<file path="src/bus_common_pkg.sv">
// package for the common bus control block: offsets, field positions, reset values, types
// assumes a single 250 MHz clock and a 32-bit AHB-Lite register bus
package bus_common_pkg;

    // ------------------------------------------------------------
    // register map
    // ------------------------------------------------------------
    localparam logic [11:0] COMMON_BUS_CONTROL_OFS = 12'h000;
    localparam int          ADDR_LSB               = 2;

    // ------------------------------------------------------------
    // field positions of the common control word
    // ------------------------------------------------------------
    localparam int MAP_POS          = 12;
    localparam int RSVD_HI_ONE_POS  = 4;
    localparam int ENDIAN_POS       = 3;
    localparam int RSVD_LO_ONE_POS  = 2;
    localparam int MEM_DRIVE_POS    = 1;
    localparam int CLK_DRIVE_POS    = 0;

    // ------------------------------------------------------------
    // values after reset
    // ------------------------------------------------------------
    localparam logic MAP_RST        = 1'b0;
    localparam logic MEM_DRIVE_RST  = 1'b0;
    localparam logic CLK_DRIVE_RST  = 1'b0;
    localparam logic ENDIAN_RST     = 1'b0;

    // ------------------------------------------------------------
    // cycle counts
    // ------------------------------------------------------------
    localparam int STRAP_SETTLE_CYCLES = 3;

    // ------------------------------------------------------------
    // types
    // ------------------------------------------------------------
    typedef struct packed {
        logic map_two;
        logic little_endian;
        logic mem_pin_drive;
        logic clk_pin_drive;
    } bus_cfg_type;

    typedef struct packed {
        logic mem_pins_oe;
        logic clk_pins_oe;
        logic area5_use_b;
        logic area6_use_b;
    } pin_ctrl_type;

endpackage

</file>
<file path="src/strap_sync.sv">
// three-stage synchroniser for a strap pin with agreement filter
// assumes the pin is quasi-static around reset release
`timescale 1ns/1ps
`default_nettype none
module strap_sync
    import bus_common_pkg::*;
(
    input  wire logic clk_in,
    input  wire logic rst_b_in,
    input  wire logic pin_in,
    output var  logic level_out,
    output var  logic stable_out
);
    logic [2:0] sync_ff;
    logic       level_ff;
    logic       stable_ff;

    // ------------------------------------------------------------
    // capture chain
    // ------------------------------------------------------------
    // first stage is read only by the second stage
    always_ff @(posedge clk_in or negedge rst_b_in) begin
        if (!rst_b_in) begin
            sync_ff <= 3'h0;
        end else begin
            sync_ff <= {sync_ff[1:0], pin_in};
        end
    end

    // level follows only when stages two and three agree; the agreement is
    // registered beside it so stable_out never runs ahead of level_out
    always_ff @(posedge clk_in or negedge rst_b_in) begin
        if (!rst_b_in) begin
            level_ff  <= 1'b0;
            stable_ff <= 1'b0;
        end else begin
            stable_ff <= (sync_ff[1] == sync_ff[2]);
            if (sync_ff[1] == sync_ff[2]) begin
                level_ff <= sync_ff[2];
            end
        end
    end

    assign level_out  = level_ff;
    assign stable_out = stable_ff;
endmodule
`default_nettype wire

</file>
<file path="src/bus_common_control.sv">
// common control register of the external bus unit, AHB-Lite slave
// assumes power-on reset drives rst_b_in and the strap pin is steady around its release
//
// Design decisions made here: register access over AHB-Lite and the address map.
`timescale 1ns/1ps
`default_nettype none
module bus_common_control
    import bus_common_pkg::*;
(
    input  wire logic        clk_in,
    input  wire logic        rst_b_in,
    input  wire logic        hsel_in,
    input  wire logic [31:0] haddr_in,
    input  wire logic [1:0]  htrans_in,
    input  wire logic        hwrite_in,
    input  wire logic [2:0]  hsize_in,
    input  wire logic [31:0] hwdata_in,
    input  wire logic        hready_in,
    output var  logic [31:0] hrdata_out,
    output var  logic        hreadyout_out,
    output var  logic        hresp_out,
    input  wire logic        byte_order_pin_in,
    input  wire logic        standby_in,
    output var  logic        little_endian_out,
    output var  logic        map_two_out,
    output var  logic        mem_pins_oe_out,
    output var  logic        clk_pins_oe_out,
    output var  logic        area5_use_b_out,
    output var  logic        area6_use_b_out,
    output var  logic        strap_done_out
);
    bus_cfg_type  cfg_ff;
    pin_ctrl_type pins_ff;
    pin_ctrl_type nxt_pins;
    logic         wr_pend_ff;
    logic         rd_pend_ff;
    logic [31:0]  hrdata_ff;
    logic [31:0]  reg_word;
    logic         strap_level;
    logic         strap_stable;
    logic [1:0]   settle_ff;
    logic         strap_done_ff;
    logic         addr_hit;
    logic         take;
    logic         strap_latch;
    bus_cfg_type  live_cfg;

    // ------------------------------------------------------------
    // strap capture
    // ------------------------------------------------------------
    strap_sync u_strap (
        .clk_in     (clk_in),
        .rst_b_in   (rst_b_in),
        .pin_in     (byte_order_pin_in),
        .level_out  (strap_level),
        .stable_out (strap_stable)
    );

    // wait for the chain to fill, then latch once; no later pin change is seen
    always_ff @(posedge clk_in or negedge rst_b_in) begin
        if (!rst_b_in) begin
            settle_ff     <= 2'h0;
            strap_done_ff <= 1'b0;
        end else if (!strap_done_ff) begin
            if (settle_ff != 2'(STRAP_SETTLE_CYCLES)) begin
                settle_ff <= settle_ff + 2'h1;
            end else if (strap_stable) begin
                strap_done_ff <= 1'b1;
            end
        end
    end

    // the latch fires once: chain full, the two late stages agreed one edge ago
    assign strap_latch = !strap_done_ff && settle_ff == 2'(STRAP_SETTLE_CYCLES) && strap_stable;

    // ------------------------------------------------------------
    // AHB-Lite slave
    // ------------------------------------------------------------
    assign addr_hit = (haddr_in[11:ADDR_LSB] == COMMON_BUS_CONTROL_OFS[11:ADDR_LSB]);
    assign take     = hsel_in && htrans_in[1] && hready_in;

    // zero-wait slave: address phase recorded, data phase completes next cycle
    always_ff @(posedge clk_in or negedge rst_b_in) begin
        if (!rst_b_in) begin
            wr_pend_ff <= 1'b0;
            rd_pend_ff <= 1'b0;
        end else if (hready_in) begin
            wr_pend_ff <= take && hwrite_in && addr_hit;
            rd_pend_ff <= take && !hwrite_in && addr_hit;
        end
    end

    // the word as it stands after this edge: a write in its data phase and the
    // strap latch are folded in, so a read right behind a write sees the new word
    always_comb begin
        live_cfg = cfg_ff;
        if (strap_latch) begin
            live_cfg.little_endian = strap_level;
        end
        if (wr_pend_ff) begin
            // only writable fields load; read-only and reserved bits are dropped
            live_cfg.map_two       = hwdata_in[MAP_POS];
            live_cfg.mem_pin_drive = hwdata_in[MEM_DRIVE_POS];
            live_cfg.clk_pin_drive = hwdata_in[CLK_DRIVE_POS];
        end
    end

    // one process owns the whole settings word, so no field has two drivers
    always_ff @(posedge clk_in or negedge rst_b_in) begin
        if (!rst_b_in) begin
            cfg_ff.map_two       <= MAP_RST;
            cfg_ff.little_endian <= ENDIAN_RST;
            cfg_ff.mem_pin_drive <= MEM_DRIVE_RST;
            cfg_ff.clk_pin_drive <= CLK_DRIVE_RST;
        end else begin
            cfg_ff <= live_cfg;
        end
    end

    // read word: reserved zero, fixed ones, fields as they stand after this edge
    always_comb begin
        reg_word                  = 32'h0000_0000;
        reg_word[MAP_POS]         = live_cfg.map_two;
        reg_word[RSVD_HI_ONE_POS] = 1'b1;
        reg_word[ENDIAN_POS]      = live_cfg.little_endian;
        reg_word[RSVD_LO_ONE_POS] = 1'b1;
        reg_word[MEM_DRIVE_POS]   = live_cfg.mem_pin_drive;
        reg_word[CLK_DRIVE_POS]   = live_cfg.clk_pin_drive;
    end

    // read data registered at the address phase so it stands through the data phase
    always_ff @(posedge clk_in or negedge rst_b_in) begin
        if (!rst_b_in) begin
            hrdata_ff <= 32'h0000_0000;
        end else if (hready_in) begin
            hrdata_ff <= (take && !hwrite_in && addr_hit) ? reg_word : 32'h0000_0000;
        end
    end

    // ------------------------------------------------------------
    // pin drive and area routing
    // ------------------------------------------------------------
    // outside standby the pins are driven from the first edge after reset; in standby the drive bits decide
    always_comb begin
        nxt_pins.mem_pins_oe = !standby_in || cfg_ff.mem_pin_drive;
        nxt_pins.clk_pins_oe = !standby_in || cfg_ff.clk_pin_drive;
        nxt_pins.area5_use_b = cfg_ff.map_two;
        nxt_pins.area6_use_b = cfg_ff.map_two;
    end

    always_ff @(posedge clk_in or negedge rst_b_in) begin
        if (!rst_b_in) begin
            pins_ff <= '0;
        end else begin
            pins_ff <= nxt_pins;
        end
    end

    assign hrdata_out        = hrdata_ff;
    assign hreadyout_out     = 1'b1;
    assign hresp_out         = 1'b0;
    assign little_endian_out = cfg_ff.little_endian;
    assign map_two_out       = cfg_ff.map_two;
    assign mem_pins_oe_out   = pins_ff.mem_pins_oe;
    assign clk_pins_oe_out   = pins_ff.clk_pins_oe;
    assign area5_use_b_out   = pins_ff.area5_use_b;
    assign area6_use_b_out   = pins_ff.area6_use_b;
    assign strap_done_out    = strap_done_ff;
endmodule
`default_nettype wire

</file>
<file path="config.mk">
export PLATFORM = sky130hd
export DESIGN_NAME = bus_common_control
export DESIGN_NICKNAME = d
export VERILOG_FILES = /design/src/bus_common_pkg.sv /design/src/strap_sync.sv /design/src/bus_common_control.sv
export SDC_FILE = /design/constraint.sdc
export NUM_CORES = 1
export LEC_CHECK = 0
export BUFFER_PORTS_ARGS = -buffer_cell sky130_fd_sc_hd__buf_2
export CORE_ASPECT_RATIO = 1.2
export CORE_MARGIN = 2
export CORE_UTILIZATION = 36
export DETAILED_ROUTE_END_ITERATION = 10
export GPL_TIMING_DRIVEN = 0
export PLACE_DENSITY = 0.81
export SYNTH_ARGS = -nofsm -noshare
export SYNTH_HDL_FRONTEND = slang
export SYNTH_SLANG_ARGS = --single-unit
export TNS_END_PERCENT = 10
</file>
<file path="constraint.sdc">
create_clock -name clk_in -period 2.89 [get_ports clk_in]
set_clock_uncertainty 0.1 [all_clocks]
set_input_delay 0.1445 -clock clk_in [delete_from_list [all_inputs] [get_ports clk_in]]
set_output_delay 0.1445 -clock clk_in [all_outputs]
set_load 0.05 [all_outputs]
</file>
==> impl_metrics.env <==
export IMPL_status="completed"
export IMPL_cts_max_level=1
export IMPL_slew_violations=0
export IMPL_yosysWarnings=0
export IMPL_synthCells=84
export IMPL_hold_end="wr_pend_ff"
export IMPL_start_util_pct=37.2
export IMPL_clock_sinks=21
export IMPL_ys_seq_area_share_pct=51.2
export IMPL_routed_wirelength_mm=1.90
export IMPL_cts_buffers=3
export IMPL_fp_coreArea_sq_um=2760
export IMPL_syn_area_per_cell_sq_um=12.2
export IMPL_die_h_microns=62.5
export IMPL_rr_endpoint="hrdata_out[3]"
export IMPL_fp_dieW_microns=52.8
export IMPL_final_hold_viol_count=0
export IMPL_clk_path_buf_depth=2
export IMPL_drive_gt1_share_pct=48.4
export IMPL_relSlewSlack_pct=42.1
export IMPL_utilization_pct=51.5
export IMPL_max_cap_viol_count=0
export IMPL_synthArstFlopShare_pct=100
export IMPL_tightest_slew_ns=0.861
export IMPL_syn_to_final_growth_pct=38.2
export IMPL_detail_route_wl_per_cell_microns=10.1
export IMPL_drt_iter0_markers=5
export IMPL_power_per_cell_area_nw_per_um2=428
export IMPL_leakage_nw=0.822
export IMPL_vias_per_cell=3.90
export IMPL_setup_viol=0
export IMPL_path_max_fanout=3
export IMPL_fin_tns_setup_ns=0
export IMPL_fillCellCount=271
export IMPL_synth_distinct_cells=21
export IMPL_drt_antenna_violating_nets=0
export IMPL_synth_seq_cells=21
export IMPL_firstDrtPassIters=2
export IMPL_r2r_slack_ns=1.40
export IMPL_grt_pass1_wl_mm=2.91
export IMPL_num_antenna_cells=0
export IMPL_clk_pin_slew_ns=0.11
export IMPL_arrival_ns=1.57
export IMPL_netlist_top_cells_count="buf_4, dfrtp_1, mux2_2"
export IMPL_peakVddDrop_mv=0.280
export IMPL_hp_start="hwrite_in"
export IMPL_grt_max_degree=22
export IMPL_gp_congestion=0.702
export IMPL_cts_root_buf="clkbuf_4"
export IMPL_cp_end_kind="flip-flop"
export IMPL_clk_latency_ns=0.29
export IMPL_holdPathStages=2
export IMPL_holdWs_ns=0.0342
export IMPL_grtUsageTotal_pct=11.7
export IMPL_rsz0062_at_grt="no"
export IMPL_crit_required_ns=2.98
export IMPL_fin_crit_sh_pct=51.5
export IMPL_postCtsSetupBuffers=0
export IMPL_synth_most_common_cell="buf_4"
export IMPL_fmax_mhz=672
export IMPL_r2r_cells=4
export IMPL_syn_area_sq_um=1030
export IMPL_ios=117
export IMPL_rows=21
export IMPL_ys_flop_type="dfrtp_1"
export IMPL_yosysTopAreaCellShare_pct=51.2
export IMPL_antenna_found_initial=0
export IMPL_min_period_ns=1.49
export IMPL_drc_errors=0
export IMPL_place_hpwl_mm=1.56
export IMPL_grt_ovfl_total=0
export IMPL_min_path_type="input pin to flip-flop"
export IMPL_crit_type="flip-flop to flip-flop"
export IMPL_synthTopCellsByArea="dfrtp_1, buf_4, mux2_2"
export IMPL_synth_edff_count=0
export IMPL_r2r_start="settle_ff[0]"
export IMPL_synth_largest_area_cell="dfrtp_1"
export IMPL_dieArea_sq_um=3300
export IMPL_io_buffers=33
export IMPL_vias=730
export IMPL_setup_worst_path_start_class="flip-flop"
export IMPL_cts_resized_gates=0
export IMPL_cts_tree="done"
export IMPL_total_power_uw=608
export IMPL_layout_nets=231
export IMPL_grt_pass1_vias=690
## cell families after synthesis
group	share of synthesized area (%)
fa+ha+maj	2.19
xor+xnor	1.71
flops	51.2
buf+inv	22.3
other cells	0.731
mux	5.48
simple gates	9.87
compound gates	6.58
## stage by stage
stage | setup WS, ns | cells | cell area (sq um)
after floorplan | 1.36 | 110 | 1120
after detailed placement | 1.34 | 177 | 1330
after global placement | 1.37 | 177 | 1330
after CTS | 1.38 | 186 | 1410
after global routing | 1.32 | 187 | 1420
final | 1.40 | 187 | 1420
## where the power goes
| part | leakage, nW | total, mW | switching, mW | internal [mW] |
|---|---|---|---|---|
| clock network | 0.0177 | 0.132 | 0.0803 | 0.0514 |
| logic | 0.543 | 0.169 | 0.119 | 0.0494 |
| registers | 0.260 | 0.308 | 0.00474 | 0.303 |
## registers in the layout, indices dropped and copies added, names as in the netlist, 2 cells and up
| register | count |
|---|---|
| u_strap.sync_ff | 3 |
| cfg_ff | 2 |
| settle_ff | 2 |
| hrdata_out | 5 |
## placed cells by master (no fill, tap or decap), types with 2 or more instances in the layout
master and n:
buf_2 33, buf_4 30, conb_1 28, dfrtp_1 21, dlygate4sd3_1 6, mux2_2 5, nor2b_1 4, a41o_1 4
clkbuf_4 3, nand2b_1 2, a32o_1 2, nor2_1 2
## routing by layer
metal	GRT usage, %	share of wire (%)	up-vias
met4	2.88	0	0
met2	23.9	58	44
li1	-	-	362
met1	11.1	32	324
met3	1.91	9.4	0
met5	0	0	-
## what timing repair did
action,4_1_cts,5_1_grt
hold buffers,5,1
endpoints found under the setup margin,0,0
endpoints found under the hold margin,26,1
## final cells by class
class	count	area, sq um	area share [%]
Multi-Input combinational cell	58	370	26.1
Buffer	30	225	15.9
Tap cell	34	42.5	3.00
Clock inverter	1	5.00	0.352
Timing Repair Buffer	39	225	15.9
Inverter	1	3.75	0.264
Clock buffer	3	22.5	1.59
Sequential cell	21	526	37.0
## how the worst max path moves through the flow
stage / startpoint / end / cells past startpoint
after floorplan: strap_done_out / hrdata_out[3] / 3
after global placement: haddr_in[9] / hrdata_out[0] / 4
after detailed placement: haddr_in[9] / hrdata_out[1] / 4
after CTS: settle_ff[0] / hrdata_out[3] / 4
after global routing: settle_ff[0] / hrdata_out[3] / 4
final: settle_ff[0] / hrdata_out[3] / 4
## critical path, stage by stage (launching register included)
cell	delay (ns)
dfrtp_1	0.41
ha_1	0.23
nand3b_1	0.11
mux2_2	0.35
a41o_1	0.18
(Power assumes the default switching activity.)
